`config.mk`:
```
export PLATFORM = sky130hd
export DESIGN_NAME = saer_responder
export DESIGN_NICKNAME = d
export VERILOG_FILES = /design/src/saer_pkg.sv /design/src/saer_regmem.sv /design/src/saer_responder.sv
export SDC_FILE = /design/constraint.sdc
export NUM_CORES = 1
export LEC_CHECK = 0
export BUFFER_PORTS_ARGS = -buffer_cell sky130_fd_sc_hd__buf_2
export CAP_MARGIN = 5
export CORE_UTILIZATION = 60
export DETAILED_ROUTE_END_ITERATION = 10
export HOLD_SLACK_MARGIN = 0.1
export PLACE_DENSITY = 0.88
export RECOVER_POWER = 100
export SYNTH_ARGS = -nofsm -noshare
export SYNTH_HDL_FRONTEND = slang
export SYNTH_SLANG_ARGS = --single-unit
```
`constraint.sdc`:
```
create_clock -name clk_sys -period 4.75 [get_ports clk_sys]
set_input_delay 0 -clock clk_sys [delete_from_list [all_inputs] [get_ports clk_sys]]
set_output_delay 0 -clock clk_sys [all_outputs]
set_load 0.01 [all_outputs]
```
`src/saer_pkg.sv`:
```
// Purpose: shared constants and types for the shared address event responder
// Assumes: registers are 16-bit words addressed by their protocol register number
// Notes:   the timeout register counts milliseconds
`default_nettype none
package saer_pkg;
    localparam logic [15:0] REG_UNIT_ADDR    = 16'h1F04;
    localparam logic [15:0] REG_OUT_STATE    = 16'h1F05;
    localparam logic [15:0] REG_WIN_LAST     = 16'h1F06;
    localparam logic [15:0] REG_JOB_FIRST    = 16'h21FC;
    localparam logic [15:0] REG_JOB_LAST     = 16'h2230;
    localparam logic [15:0] REG_GROUP_ADDR   = 16'h226A;
    localparam logic [15:0] REG_LATCH_TMO    = 16'h226C;
    localparam logic [7:0]  UNIT_ADDR_RST    = 8'h01;
    localparam logic [7:0]  GROUP_ADDR_RST   = 8'hC3;
    localparam logic [15:0] LATCH_TMO_RST    = 16'h03E8;
    localparam logic [15:0] WORD_ZERO        = 16'h0000;
    localparam logic [7:0]  EXC_NONE         = 8'h00;
    localparam logic [7:0]  EXC_ILLEGAL_ADDR = 8'h02;
    localparam int          CLK_MHZ          = 100;
    localparam int          MS_NS            = 1000000;
    localparam int          CLK_PERIOD_NS    = 10;
    localparam int          MS_CYCLES        = MS_NS / CLK_PERIOD_NS;
    localparam int          SLOTS            = 8;
    localparam logic [2:0]  SLOT_UNIT        = 3'h0;
    localparam logic [2:0]  SLOT_STATE       = 3'h1;
    localparam logic [2:0]  SLOT_WIN2        = 3'h2;
    localparam logic [2:0]  SLOT_JOB         = 3'h3;
    localparam logic [2:0]  SLOT_GROUP       = 3'h4;
    localparam logic [2:0]  SLOT_TMO         = 3'h5;
    localparam logic [2:0]  SLOT_NONE        = 3'h7;

    typedef struct packed {
        logic        valid;
        logic [7:0]  busAddr;
        logic        write;
        logic [15:0] regNum;
        logic [15:0] data;
    } saer_req_t;

    typedef struct packed {
        logic        valid;
        logic [7:0]  exception;
        logic [15:0] data;
    } saer_rsp_t;
endpackage
`default_nettype wire

```
`src/saer_regmem.sv`:
```
// Purpose: small register store with registered read data
// Assumes: one write and one read port, single clock
// Notes:   read data appear one enabled cycle after the address
`timescale 1ns/1ps
`default_nettype none
module saer_regmem (
    input  wire logic        clk_sys,
    input  wire logic        reset_n,
    input  wire logic        clkEn,
    input  wire logic        wrEn,
    input  wire logic [2:0]  wrSlot,
    input  wire logic [15:0] wrData,
    input  wire logic [2:0]  rdSlot,
    output logic      [15:0] rdData
);
    logic [15:0] mem [saer_pkg::SLOTS];

    always_ff @(posedge clk_sys or negedge reset_n) begin
        if (!reset_n) begin
            for (int i = 0; i < saer_pkg::SLOTS; i++) begin
                mem[i] <= saer_pkg::WORD_ZERO;
            end
            rdData <= saer_pkg::WORD_ZERO;
        end else if (clkEn) begin
            if (wrEn) begin
                mem[wrSlot] <= wrData;
            end
            rdData <= mem[rdSlot];
        end
    end
endmodule
`default_nettype wire

```
`src/saer_responder.sv`:
```
// Purpose: address filter and actuation latch for a polled multidrop device
// Assumes: frames already decoded into one-cycle requests; all inputs synchronous
// Notes:   answers take three enabled cycles; live registers override stored copies
// Function
// - always answer own unit address
// - shared address answered only while latched
// - shared address reaches only window registers
// - window register holds unit bus address
// - actuation loads nonzero sensor code
// - latch holds until zero write, job range write or timeout
// - job range writes clear the latch
// - timeout length from timeout register
// - shared address taken from group register
`timescale 1ns/1ps
`default_nettype none
module saer_responder (
    input  wire logic                 clk_sys,
    input  wire logic                 reset_n,
    input  wire logic                 clkEn,
    input  wire saer_pkg::saer_req_t  req,
    input  wire logic                 actuate,
    input  wire logic [15:0]          sensorCode,
    output saer_pkg::saer_rsp_t       rsp,
    output logic                      latched
);
    typedef enum logic [1:0] {ST_IDLE, ST_READ, ST_REPLY} saer_state_t;

    saer_state_t state;
    logic [7:0]  unitAddr;
    logic [7:0]  groupAddr;
    logic [15:0] latchTmo;
    logic [15:0] outState;
    logic [31:0] msCount;
    logic [15:0] msElapsed;
    logic        pendWrite;
    logic [7:0]  pendExc;
    logic [15:0] pendReg;
    logic [15:0] memRd;

    function automatic logic [2:0] slotOf(input logic [15:0] r);
        logic [2:0] s;
        s = saer_pkg::SLOT_NONE;
        if (r == saer_pkg::REG_UNIT_ADDR) s = saer_pkg::SLOT_UNIT;
        else if (r == saer_pkg::REG_OUT_STATE) s = saer_pkg::SLOT_STATE;
        else if (r == saer_pkg::REG_WIN_LAST) s = saer_pkg::SLOT_WIN2;
        else if (r >= saer_pkg::REG_JOB_FIRST && r <= saer_pkg::REG_JOB_LAST) s = saer_pkg::SLOT_JOB;
        else if (r == saer_pkg::REG_GROUP_ADDR) s = saer_pkg::SLOT_GROUP;
        else if (r == saer_pkg::REG_LATCH_TMO) s = saer_pkg::SLOT_TMO;
        return s;
    endfunction

    wire logic        isLatched = (outState != saer_pkg::WORD_ZERO);
    wire logic        toUnit    = req.valid && (req.busAddr == unitAddr);
    wire logic        toGroup   = req.valid && !toUnit && isLatched
                                  && (req.busAddr == groupAddr);
    wire logic        inWindow  = (req.regNum >= saer_pkg::REG_UNIT_ADDR)
                                  && (req.regNum <= saer_pkg::REG_WIN_LAST);
    wire logic        accept    = (state == ST_IDLE) && (toUnit || toGroup);
    wire logic        groupBad  = toGroup && !inWindow;
    wire logic        doWrite   = accept && req.write && !groupBad;
    wire logic [2:0]  reqSlot   = slotOf(req.regNum);
    wire logic        clrByJob  = doWrite && (reqSlot == saer_pkg::SLOT_JOB);
    wire logic        clrByZero = doWrite && (req.regNum == saer_pkg::REG_OUT_STATE)
                                  && (req.data == saer_pkg::WORD_ZERO);
    wire logic        msTick    = (msCount == 32'(saer_pkg::MS_CYCLES - 1));
    wire logic        timedOut  = isLatched && msTick
                                  && (msElapsed + 16'h0001 >= latchTmo);
    wire logic [2:0]  pendSlot  = slotOf(pendReg);
    wire logic [15:0] liveData  = (pendSlot == saer_pkg::SLOT_UNIT)  ? {8'h00, unitAddr} :
                                  (pendSlot == saer_pkg::SLOT_STATE) ? outState :
                                  (pendSlot == saer_pkg::SLOT_GROUP) ? {8'h00, groupAddr} :
                                  (pendSlot == saer_pkg::SLOT_TMO)   ? latchTmo : memRd;
    wire logic        memWr     = doWrite && (reqSlot != saer_pkg::SLOT_NONE);

    saer_regmem u_mem (
        .clk_sys (clk_sys),
        .reset_n (reset_n),
        .clkEn   (clkEn),
        .wrEn    (memWr),
        .wrSlot  (reqSlot),
        .wrData  (req.data),
        .rdSlot  (pendSlot),
        .rdData  (memRd)
    );

    always_ff @(posedge clk_sys or negedge reset_n) begin
        if (!reset_n) begin
            unitAddr  <= saer_pkg::UNIT_ADDR_RST;
            groupAddr <= saer_pkg::GROUP_ADDR_RST;
            latchTmo  <= saer_pkg::LATCH_TMO_RST;
        end else if (clkEn && doWrite) begin
            if (req.regNum == saer_pkg::REG_UNIT_ADDR) unitAddr <= req.data[7:0];
            if (req.regNum == saer_pkg::REG_GROUP_ADDR) groupAddr <= req.data[7:0];
            if (req.regNum == saer_pkg::REG_LATCH_TMO) latchTmo <= req.data;
        end
    end

    // event load wins over any clear arriving in the same cycle
    always_ff @(posedge clk_sys or negedge reset_n) begin
        if (!reset_n) begin
            outState <= saer_pkg::WORD_ZERO;
        end else if (clkEn) begin
            if (actuate && sensorCode != saer_pkg::WORD_ZERO) outState <= sensorCode;
            else if (clrByJob || clrByZero || timedOut) outState <= saer_pkg::WORD_ZERO;
            else if (doWrite && req.regNum == saer_pkg::REG_OUT_STATE) outState <= req.data;
        end
    end

    // timeout counter restarts whenever a new event is loaded
    always_ff @(posedge clk_sys or negedge reset_n) begin
        if (!reset_n) begin
            msCount   <= 32'h00000000;
            msElapsed <= saer_pkg::WORD_ZERO;
        end else if (clkEn) begin
            if (!isLatched || (actuate && sensorCode != saer_pkg::WORD_ZERO)) begin
                msCount   <= 32'h00000000;
                msElapsed <= saer_pkg::WORD_ZERO;
            end else if (msTick) begin
                msCount   <= 32'h00000000;
                msElapsed <= msElapsed + 16'h0001;
            end else begin
                msCount <= msCount + 32'h00000001;
            end
        end
    end

    always_ff @(posedge clk_sys or negedge reset_n) begin
        if (!reset_n) begin
            state     <= ST_IDLE;
            pendWrite <= 1'b0;
            pendExc   <= saer_pkg::EXC_NONE;
            pendReg   <= saer_pkg::WORD_ZERO;
            rsp       <= '0;
            latched   <= 1'b0;
        end else if (clkEn) begin
            latched <= isLatched;
            rsp.valid <= 1'b0;
            case (state)
                ST_IDLE: begin
                    if (accept) begin
                        state     <= ST_READ;
                        pendWrite <= req.write;
                        pendReg   <= req.regNum;
                        pendExc   <= groupBad ? saer_pkg::EXC_ILLEGAL_ADDR
                                              : saer_pkg::EXC_NONE;
                    end
                end
                ST_READ: begin
                    state <= ST_REPLY;
                end
                ST_REPLY: begin
                    state         <= ST_IDLE;
                    rsp.valid     <= 1'b1;
                    rsp.exception <= pendExc;
                    rsp.data      <= (pendWrite || pendExc != saer_pkg::EXC_NONE)
                                     ? saer_pkg::WORD_ZERO : liveData;
                end
                default: begin
                    state <= ST_IDLE;
                end
            endcase
        end
    end
endmodule
`default_nettype wire

```
==> results of run 1 <==
## area by class of cell
cell class | count | area [µm²] | share of cell area
timing repair buffer | 162 | 1140 | 0.0717
antenna | 6 | 15.0 | 0.000944
tap | 285 | 357 | 0.0224
clock buffer | 42 | 832 | 0.0523
inverter | 24 | 90.1 | 0.00567
sequential | 279 | 7000 | 0.440
multi-input combinational | 783 | 6390 | 0.402
clock inverter | 6 | 80.1 | 0.00504
## worst paths after layout
path	start	to	slack, ns	cells after the start
worst max register to register	outState[5]$_DFFE_PN0P_	u_mem.mem[125]$_DFFE_PN0P_	0.21	8
worst min register to register	u_mem.mem[9]$_DFFE_PN0P_	u_mem.mem[9]$_DFFE_PN0P_	0.37	0
max in group asynchronous	reset_n	u_mem.rdData[14]$_DFFE_PN0P_	2.01	3
min in group asynchronous	reset_n	unitAddr[2]$_DFFE_PN0P_	0.91	2
worst min-delay path	req[24]	pendReg[8]$_DFFE_PN0P_	0.30	3
worst max-delay path	outState[5]$_DFFE_PN0P_	u_mem.mem[125]$_DFFE_PN0P_	0.21	8
## critical path, cell delays in order, from the launching register on
cell and delay (ns):
dfrtp_1 0.53, nor4_1 0.61, and4_1 0.43, nor3_1 0.14, a41o_1 0.27, or2_0 0.38, nor4_4 0.21, clkbuf_1 1.39
mux2_2 0.45
## repair_timing
action,CTS,global route
hold endpoints to repair,287,0
resized for setup,0,3
hold buffers,69,0
endpoints found under the setup margin,0,15
## kinds of logic after synthesis
family,Yosys count,synth area share
mux,292,0.227
buf+inv,121,0.0416
other cells,1,0.000269
compound gates,152,0.0770
simple gates,260,0.103
xor+xnor,54,0.0339
fa+ha+maj,18,0.0161
flops,279,0.501
## flip-flops by register name, indices dropped and copies added, names as in the netlist
signal,flops
u_mem.mem,128
msCount,32
rsp,18
latchTmo,16
msElapsed,16
outState,16
pendReg,16
u_mem.rdData,16
groupAddr,8
unitAddr,8
state,2
latched,1
pendExc,1
pendWrite,1
## cell usage in the layout (no fill, tap or decap), types with 16 or more instances in the layout
master	Yosys	routed
nor2_1	67	66
clkbuf_16	0	27
xor2_1	21	21
buf_2	11	59
a22oi_1	16	16
mux2_1	18	26
nand4_1	25	25
o21ai_0	43	44
dlygate4sd3_1	0	69
nand2_1	57	57
nand3_1	21	21
xnor2_1	33	33
dfrtp_1	268	268
inv_1	24	24
mux2_2	134	133
mux2i_1	130	130
a21oi_1	27	27
clkbuf_1	60	34
ha_1	18	18
## through the flow
stage	utilization	area (µm²)
3_5_place_dp	0.634	14400
3_3_place_gp	0.634	14400
6_report	0.700	15900
5_1_grt	0.700	15900
4_1_cts	0.704	16000
2_1_floorplan	-	14000
## report_power, final
group	switching, W	internal [W]
registers	0.000161	0.00248
logic	0.000284	0.000225
clock network	0.000912	0.00130
total	0.00136	0.00401
## layer usage
layer / GRT usage / part of all wire
met5: 0 / 0
met1: 0.405 / 0.38
met2: 0.525 / 0.46
met4: 0.199 / 0.065
met3: 0.113 / 0.097
==> flow_summary_export.csv, run 1 <==
group,metric,value,unit
clock_tree,path_clk_slew,0.07,ns
logic_synthesis,synth_seq_cells,279,
logic_synthesis,synth_top_area_cell,"dfrtp_1",
routing,wl,38100,µm
worst_setup_path,arrival,4.96,ns
global_route,grt_pass1_wl,61600,µm
floorplan,die_y,155,µm
cells_and_area,instances_no_fill,1587,
floorplan,die_w,155,µm
logic_synthesis,synth_cell_types,80,
logic_synthesis,yosysMostFrequentCell,"dfrtp_1",
cells_and_area,syn_to_final_growth,13.9,%
clock_tree,cts_setup_buffers,0,
placement,dpl.hpwl,22000,µm
sta,worst_slew_pin_slew,2.82,ns
global_route,grt_max_degree,151,
routing,firstDrtPassIters,7,
run_status,status,"finished with violations",
clock_tree,clock_path_buffers,3,
sta,setup_viol_count_final,0,
worst_setup_path,worst_setup_path_start_kind,"flip-flop",
sta,fin_worst_skew,0.0129,ns
routing,vias,10400,
sta,fmax,220,MHz
routing,avgViaCountPerCell,6.57,
sta,slew_violations,210,
clock_tree,cts_root_buf,"clkbuf_16",
routing,drtIter0Drc,1067,
logic_synthesis,ys.flop_type,"dfrtp_1",
logic_synthesis,synth.area.top_cells,"dfrtp_1 (48%), mux2_2 (11%), mux2i_1 (9.3%)",
routing,drc,0,
sta,setup_slack,0.208,ns
global_route,grt_usage,0.335,
sta,holdWs,0.304,ns
placement,dp_cells,1464,
clock_tree,htree_num_levels,1,
power_and_ir_drop,ir_drop,0.258,mV
worst_setup_path,worstPathMaxFanout,24,
floorplan,dieArea,23900,µm²
sta,rsz0062_at_grt,"false",
logic_synthesis,ys_warn_count,0,
worst_setup_path,cp-end-kind,"flip-flop",
sta,min_period,4.54,ns
worst_hold_path,min_path_type,"in -> reg",
sta,setup_tns,0,ns
clock_tree,clk_latency,0.54,ns
sta,hold_viol,0,
placement,dp_slack,0.594,ns
logic_synthesis,netlist_area,14000,µm²
sta,min_period_over_period,0.956,
floorplan,io_pins,88,
power_and_ir_drop,power,0.00537,W
global_route,antenna_found_initial,4,
cells_and_area,nNetsFinal,1357,
logic_synthesis,synth_commonest_cells,"dfrtp_1 (268), mux2_2 (134), mux2i_1 (130), nor2_1 (67), clkbuf_1 (60)",
routing,ant_nets,0,
power_and_ir_drop,powerDensity,338,nW/µm²
logic_synthesis,postSynth.asyncResetShare,1.00,
logic_synthesis,postSynthCellCount,1177,
logic_synthesis,ys_seq_area_frac,0.501,
clock_tree,cts_buffers,27,
clock_tree,cts_tree,"yes",
floorplan,core,22700,µm²
global_route,gr-total-overflow,0,
flow_run,cap_violations,5,
worst_setup_path,crit_required,5.17,ns
logic_synthesis,synth_top_cell_area_share,0.481,
run_status,violations,"max-capacitance violations, max-slew violations",
cells_and_area,fillers,1440,
logic_synthesis,syn_area_per_cell,11.9,µm²
power_and_ir_drop,leakage,7.28,nW
sta,slew_headroom,-0.880,
placement,place_congestion,0.954,
clock_tree,clkSinkCount,279,
routing,routedWlPerCell,24.0,µm
floorplan,placementRows,55,
placement,port_buffers,80,
cells_and_area,drive_above_1_share,0.215,
logic_synthesis,synth_edf_count,0,
worst_setup_path,critPathKind,"reg -> reg",
global_route,grt_pass1_vias,11100,
floorplan,start_util,0.615,
Note: power is estimated with default switching activity, not from simulation.
==> inputs of run 2 (changes only) <==
--- a/config.mk
+++ b/config.mk
@@ -5,12 +5,13 @@
 export SDC_FILE = /design/constraint.sdc
 export NUM_CORES = 1
 export LEC_CHECK = 0
+export ABC_AREA = 0
 export BUFFER_PORTS_ARGS = -buffer_cell sky130_fd_sc_hd__buf_2
 export CAP_MARGIN = 5
-export CORE_UTILIZATION = 60
+export CORE_UTILIZATION = 55
 export DETAILED_ROUTE_END_ITERATION = 10
 export HOLD_SLACK_MARGIN = 0.1
-export PLACE_DENSITY = 0.88
+export PLACE_DENSITY = 0.85
 export RECOVER_POWER = 100
 export SYNTH_ARGS = -nofsm -noshare
 export SYNTH_HDL_FRONTEND = slang
==> constraint.sdc (replaced) <==
create_clock -name clk_sys -period 4.15 [get_ports clk_sys]
set_input_delay 0 -clock clk_sys [delete_from_list [all_inputs] [get_ports clk_sys]]
set_output_delay 0 -clock clk_sys [all_outputs]
set_load 0.01 [all_outputs]
==> flow_summary_export.csv, run 2 (synthesis gave the netlist of run 1 again) <==
group,metric,value,unit
worst_setup_path,cp.buffers_inverters,0,
cells_and_area,largest_registers,"u_mem.mem x128, msCount x32, rsp x18",
sta,worst_slew_pin_slew,3.42,ns
cells_and_area,instances_no_fill,1617,
global_route,grt_usage,0.273,
sta,min_period_over_period,0.939,
floorplan,dieArea,26000,µm²
worst_setup_path,worstPathMaxFanout,16,
cells_and_area,fillers,1751,
global_route,grt_pass1_vias,10400,
floorplan,io_pins,88,
sta,slew_headroom,-1.28,
floorplan,core,24600,µm²
worst_setup_path,critPathTopFamily,"compound AO/OA/AOI/OAI gates",
clock_tree,cts_setup_buffers,0,
worst_setup_path,worst_setup_path_start_kind,"flip-flop",
clock_tree,clkSinkCount,279,
global_route,gr-total-overflow,0,
placement,dp_slack,-0.0256,ns
clock_tree,cts_buffers,29,
power_and_ir_drop,leakage,7.34,nW
routing,vias,10000,
worst_setup_path,critPathSlowestCell,"dfrtp_1",
sta,slew_violations,173,
cells_and_area,diodes,0,
worst_setup_path,cp-end-kind,"flip-flop",
sta,fin_worst_skew,0.0105,ns
placement,dp_cells,1508,
sta,setup_viol_count_final,0,
cells_and_area,largest_register_ff_count,128,
worst_setup_path,arrival,4.31,ns
placement,place_congestion,0.951,
routing,drc,0,
worst_setup_path,critPathKind,"reg -> reg",
run_status,violations,"max-capacitance violations, max-slew violations",
routing,wl,35100,µm
clock_tree,cts_tree,"yes",
clock_tree,path_clk_slew,0.07,ns
cells_and_area,top_register,"u_mem.mem",
clock_tree,clk_latency,0.55,ns
flow_run,cap_violations,2,
sta,holdWs,0.260,ns
sta,hold_viol,0,
placement,dpl.hpwl,21900,µm
cells_and_area,regArea,7000,µm²
worst_setup_path,max_stage_delay,0.43,ns
routing,avgViaCountPerCell,6.20,
floorplan,die_w,161,µm
floorplan,die_y,161,µm
clock_tree,cts_root_buf,"clkbuf_16",
cells_and_area,fin_area,16000,µm²
worst_setup_path,crit_required,4.57,ns
cells_and_area,drive_above_1_share,0.220,
placement,placed_area,14500,µm²
cells_and_area,syn_to_final_growth,14.7,%
cells_and_area,multi_input_area,6390,µm²
clock_tree,htree_num_levels,1,
global_route,grt_pass1_wl,55900,µm
clock_tree,clock_path_buffers,3,
cells_and_area,nNetsFinal,1350,
power_and_ir_drop,powerDensity,404,nW/µm²
worst_setup_path,path_cells,"ha_1 -> nand3_1 -> nor2_2 -> and3_1 -> and3_2 -> nand2_1 -> xnor2_1 -> ha_1 -> a211o_1 -> o211ai_1 -> o21ai_1 -> a2111oi_4 -> o21ai_1 -> o22a_4 -> mux2_1",
sta,fmax,257,MHz
sta,rsz0062_at_grt,"false",
global_route,grt_max_degree,137,
floorplan,start_util,0.567,
power_and_ir_drop,ir_drop,0.302,mV
placement,port_buffers,80,
routing,firstDrtPassIters,6,
floorplan,placementRows,57,
routing,ant_nets,0,
global_route,antenna_found_initial,1,
routing,drtIter0Drc,986,
cells_and_area,final_common_cell,"dfrtp_1",
cells_and_area,mostFrequentLayoutCells,"dfrtp_1 (268), mux2i_1 (130), mux2_2 (130)",
worst_hold_path,min_path_type,"in -> reg",
sta,setup_slack,0.255,ns
run_status,status,"finished with violations",
sta,min_period,3.90,ns
routing,routedWlPerCell,21.7,µm
## run 2: cell types whose count changed in the layout (fill, tap and decap cells not counted), sizes merged
cell and delta:
buf +2, clkbuf -3, diode -6, clkinvlp +2, clkinv +2, inv +1
dlygate4sd3 -14, bufinv +7
## run 2: timing repair
action | 4_1_cts | 5_1_grt
setup endpoints to repair | 14 | 16
hold buffers | 55 | 0
pin swaps | 0 | 0
resized for setup | 1 | 5
cloned | 0 | 0
hold endpoints to repair | 302 | 0
## run 2: path summary, 6_finish.rpt
check / end / start / slack [ns] / cells after the start
setup / recovery: outState[13]$_DFFE_PN0P_ / msElapsed[0]$_DFFE_PN0P_ / 0.25 / 15
hold / removal: pendReg[10]$_DFFE_PN0P_ / req[26] / 0.26 / 3
setup reg to reg: outState[13]$_DFFE_PN0P_ / msElapsed[0]$_DFFE_PN0P_ / 0.25 / 15
hold reg to reg: u_mem.mem[6]$_DFFE_PN0P_ / u_mem.mem[6]$_DFFE_PN0P_ / 0.37 / 0
max in group asynchronous: u_mem.mem[6]$_DFFE_PN0P_ / reset_n / 0.73 / 3
min in group asynchronous: pendReg[4]$_DFFE_PN0P_ / reset_n / 1.07 / 2
## run 2: power by group
group / leakage, nW / internal, W / switching (W)
logic: 3.02 / 0.000223 / 0.000287
registers: 3.78 / 0.00284 / 0.000132
clock network: 0.533 / 0.00188 / 0.00110
## run 2: per-layer routing
layer	GRT usage	up-vias	wire length, µm
met1	0.355	5011	14300
met5	0	-	14
met2	0.441	441	16500
li1	-	4440	-
met4	0.141	2	1800
met3	0.0462	128	2380
## run 2: worst register-to-register path, delay by kind of cell, from the launching register on
family                     cells  cell delay (ns)
AOI/OAI and AO/OA              6             1.40
and+or+nand+nor                5             0.96
adders and majority gates      2             0.47
DFF                            1             0.43
muxes                          1             0.36
xor gates and xnor gates       1             0.15
## run 2: final cells by class
cell class / instances / area share
sequential: 279 / 0.437
multi-input combinational: 783 / 0.399
timing repair buffer: 153 / 0.0640
clock buffer: 36 / 0.0482
tap: 324 / 0.0253
clock inverter: 18 / 0.0202
inverter: 24 / 0.00563
## run 2: stage by stage
stage	TNS (ns)	total power, W	utilization
after global routing	0	0.00664	0.650
after CTS	0	0.00650	0.656
after global placement	0	0.00349	0.589
after detailed placement	-0.163	0.00351	0.589
after floorplan	0	0.00328	-
final	0	0.00646	0.650
==> inputs of run 3 (changes only) <==
--- a/config.mk
+++ b/config.mk
@@ -8,6 +8,7 @@
 export ABC_AREA = 0
 export BUFFER_PORTS_ARGS = -buffer_cell sky130_fd_sc_hd__buf_2
 export CAP_MARGIN = 5
+export CORE_ASPECT_RATIO = 1.5
 export CORE_UTILIZATION = 55
 export DETAILED_ROUTE_END_ITERATION = 10
 export HOLD_SLACK_MARGIN = 0.1
==> flow_summary_export.csv, run 3 (synthesis gave the netlist of run 1 again) <==
group,metric,value,unit
cells_and_area,final_common_cell,"dfrtp_1",
worst_setup_path,critPathTopFamily,"buffers and inverters",
routing,firstDrtPassIters,5,
worst_setup_path,worst_setup_path_start_kind,"flip-flop",
cells_and_area,mostFrequentLayoutCells,"dfrtp_1 (268), mux2_2 (133), mux2i_1 (130)",
run_status,violations,"max-capacitance violations, max-slew violations",
sta,worst_slew_pin_slew,1.97,ns
sta,slew_headroom,-0.315,
floorplan,placementRows,71,
worst_setup_path,critPathKind,"reg -> reg",
cells_and_area,largest_registers,"u_mem.mem x128, msCount x32, rsp x18",
sta,rsz0062_at_grt,"false",
worst_setup_path,path_cells,"nor4_1 -> and4_1 -> nor3_1 -> o211ai_1 -> clkbuf_1 -> nor2_1 -> buf_4 -> nand3_1 -> clkbuf_2 -> mux2_2",
routing,routedWlPerCell,22.2,µm
routing,ant_nets,0,
global_route,grt_pass1_vias,10700,
placement,place_congestion,0.897,
cells_and_area,top_register,"u_mem.mem",
sta,fin_worst_skew,0.0249,ns
clock_tree,clkSinkCount,279,
placement,dpl.hpwl,23100,µm
routing,vias,10300,
global_route,gr-total-overflow,0,
cells_and_area,largest_register_ff_count,128,
worst_hold_path,min_path_type,"in -> reg",
run_status,status,"finished with violations",
sta,min_period_over_period,0.974,
worst_setup_path,max_stage_delay,0.86,ns
worst_setup_path,critPathSlowestCell,"clkbuf_1",
power_and_ir_drop,leakage,7.33,nW
floorplan,die_w,132,µm
clock_tree,path_clk_slew,0.07,ns
sta,hold_viol,0,
sta,setup_viol_count_final,0,
sta,min_period,4.04,ns
sta,fmax,247,MHz
cells_and_area,fillers,1799,
power_and_ir_drop,ir_drop,0.338,mV
floorplan,core,25000,µm²
power_and_ir_drop,powerDensity,388,nW/µm²
clock_tree,clk_latency,0.57,ns
clock_tree,clock_path_buffers,3,
worst_setup_path,arrival,4.47,ns
flow_run,cap_violations,3,
worst_setup_path,cp-end-kind,"flip-flop",
global_route,grt_usage,0.282,
routing,avgViaCountPerCell,6.35,
cells_and_area,drive_above_1_share,0.233,
routing,drc,0,
placement,port_buffers,80,
worst_setup_path,worstPathMaxFanout,23,
floorplan,io_pins,88,
sta,setup_tns,0,ns
worst_setup_path,cp.buffers_inverters,3,
global_route,grt_max_degree,145,
floorplan,start_util,0.559,
worst_setup_path,crit_required,4.58,ns
clock_tree,cts_buffers,27,
floorplan,die_y,197,µm
floorplan,dieArea,26000,µm²
clock_tree,cts_root_buf,"clkbuf_16",
clock_tree,cts_tree,"yes",
clock_tree,htree_num_levels,1,
cells_and_area,nNetsFinal,1353,
placement,dp_slack,-0.102,ns
sta,slew_violations,254,
power_and_ir_drop,power,0.00619,W
routing,drtIter0Drc,884,
routing,wl,36000,µm
sta,setup_slack,0.106,ns
cells_and_area,syn_to_final_growth,14.3,%
global_route,antenna_found_initial,0,
global_route,grt_pass1_wl,57000,µm
run 3: final timing paths:
path	start	to	slack, ns	cells after the start
max reg2reg	outState[3]$_DFFE_PN0P_	u_mem.mem[92]$_DFFE_PN0P_	0.11	10
min reg2reg	u_mem.mem[2]$_DFFE_PN0P_	u_mem.mem[2]$_DFFE_PN0P_	0.38	0
max in group asynchronous	reset_n	u_mem.mem[34]$_DFFE_PN0P_	1.46	4
max	outState[3]$_DFFE_PN0P_	u_mem.mem[92]$_DFFE_PN0P_	0.11	10
min in group asynchronous	reset_n	latchTmo[8]$_DFFE_PN1P_	0.66	3
min	req[26]	pendReg[10]$_DFFE_PN0P_	0.25	3
run 3: timing repair:
| item | CTS | global route |
|---|---|---|
| endpoints found under the hold margin | 252 | 0 |
| buffers inserted | 0 | 0 |
| hold buffers | 57 | 0 |
| gates resized for setup | 1 | 7 |
| pin swaps | 0 | 0 |
| endpoints found under the setup margin | 16 | 16 |
run 3: layout make-up:
cell class / count / area (µm²) / share of cell area
clock buffer: 33 / 748 / 0.0469
sequential: 279 / 7000 / 0.439
antenna: 1 / 2.50 / 0.000157
multi-input combinational: 783 / 6410 / 0.402
clock inverter: 17 / 206 / 0.0129
tap: 328 / 410 / 0.0257
timing repair buffer: 158 / 1080 / 0.0677
inverter: 24 / 90.1 / 0.00565
run 3: power breakdown:
group / switching [W] / internal [W]
Combinational: 0.000292 / 0.000254
Clock: 0.00110 / 0.00154
Sequential: 0.000158 / 0.00284
Total: 0.00155 / 0.00464
run 3: per-stage QoR:
stage	hold WS (ns)	cells	cell area [µm²]	util
floorplan	-0.296	1183	14000	-
global placement	0.0188	1515	14500	0.581
detailed placement	0.0177	1515	14500	0.581
CTS	0.230	1622	16100	0.643
global route	0.266	1622	15900	0.639
finish	0.250	1623	15900	0.639
run 3: routing by layer:
layer	track usage	wire [µm]	vias to the layer above	share of wire
met5	0	0	-	0
met3	0.0387	2170	175	0.060
met1	0.327	13500	5192	0.37
met4	0.190	2440	0	0.068
li1	-	-	4458	-
met2	0.486	17900	488	0.50
run 3: worst reg2reg max path: stages, from the launching register on:
cell and delay, ns:
dfrtp_1 0.45, nor4_1 0.43, and4_1 0.44, nor3_1 0.15, o211ai_1 0.20, clkbuf_1 0.86
nor2_1 0.15, buf_4 0.22, nand3_1 0.08, clkbuf_2 0.50, mux2_2 0.44
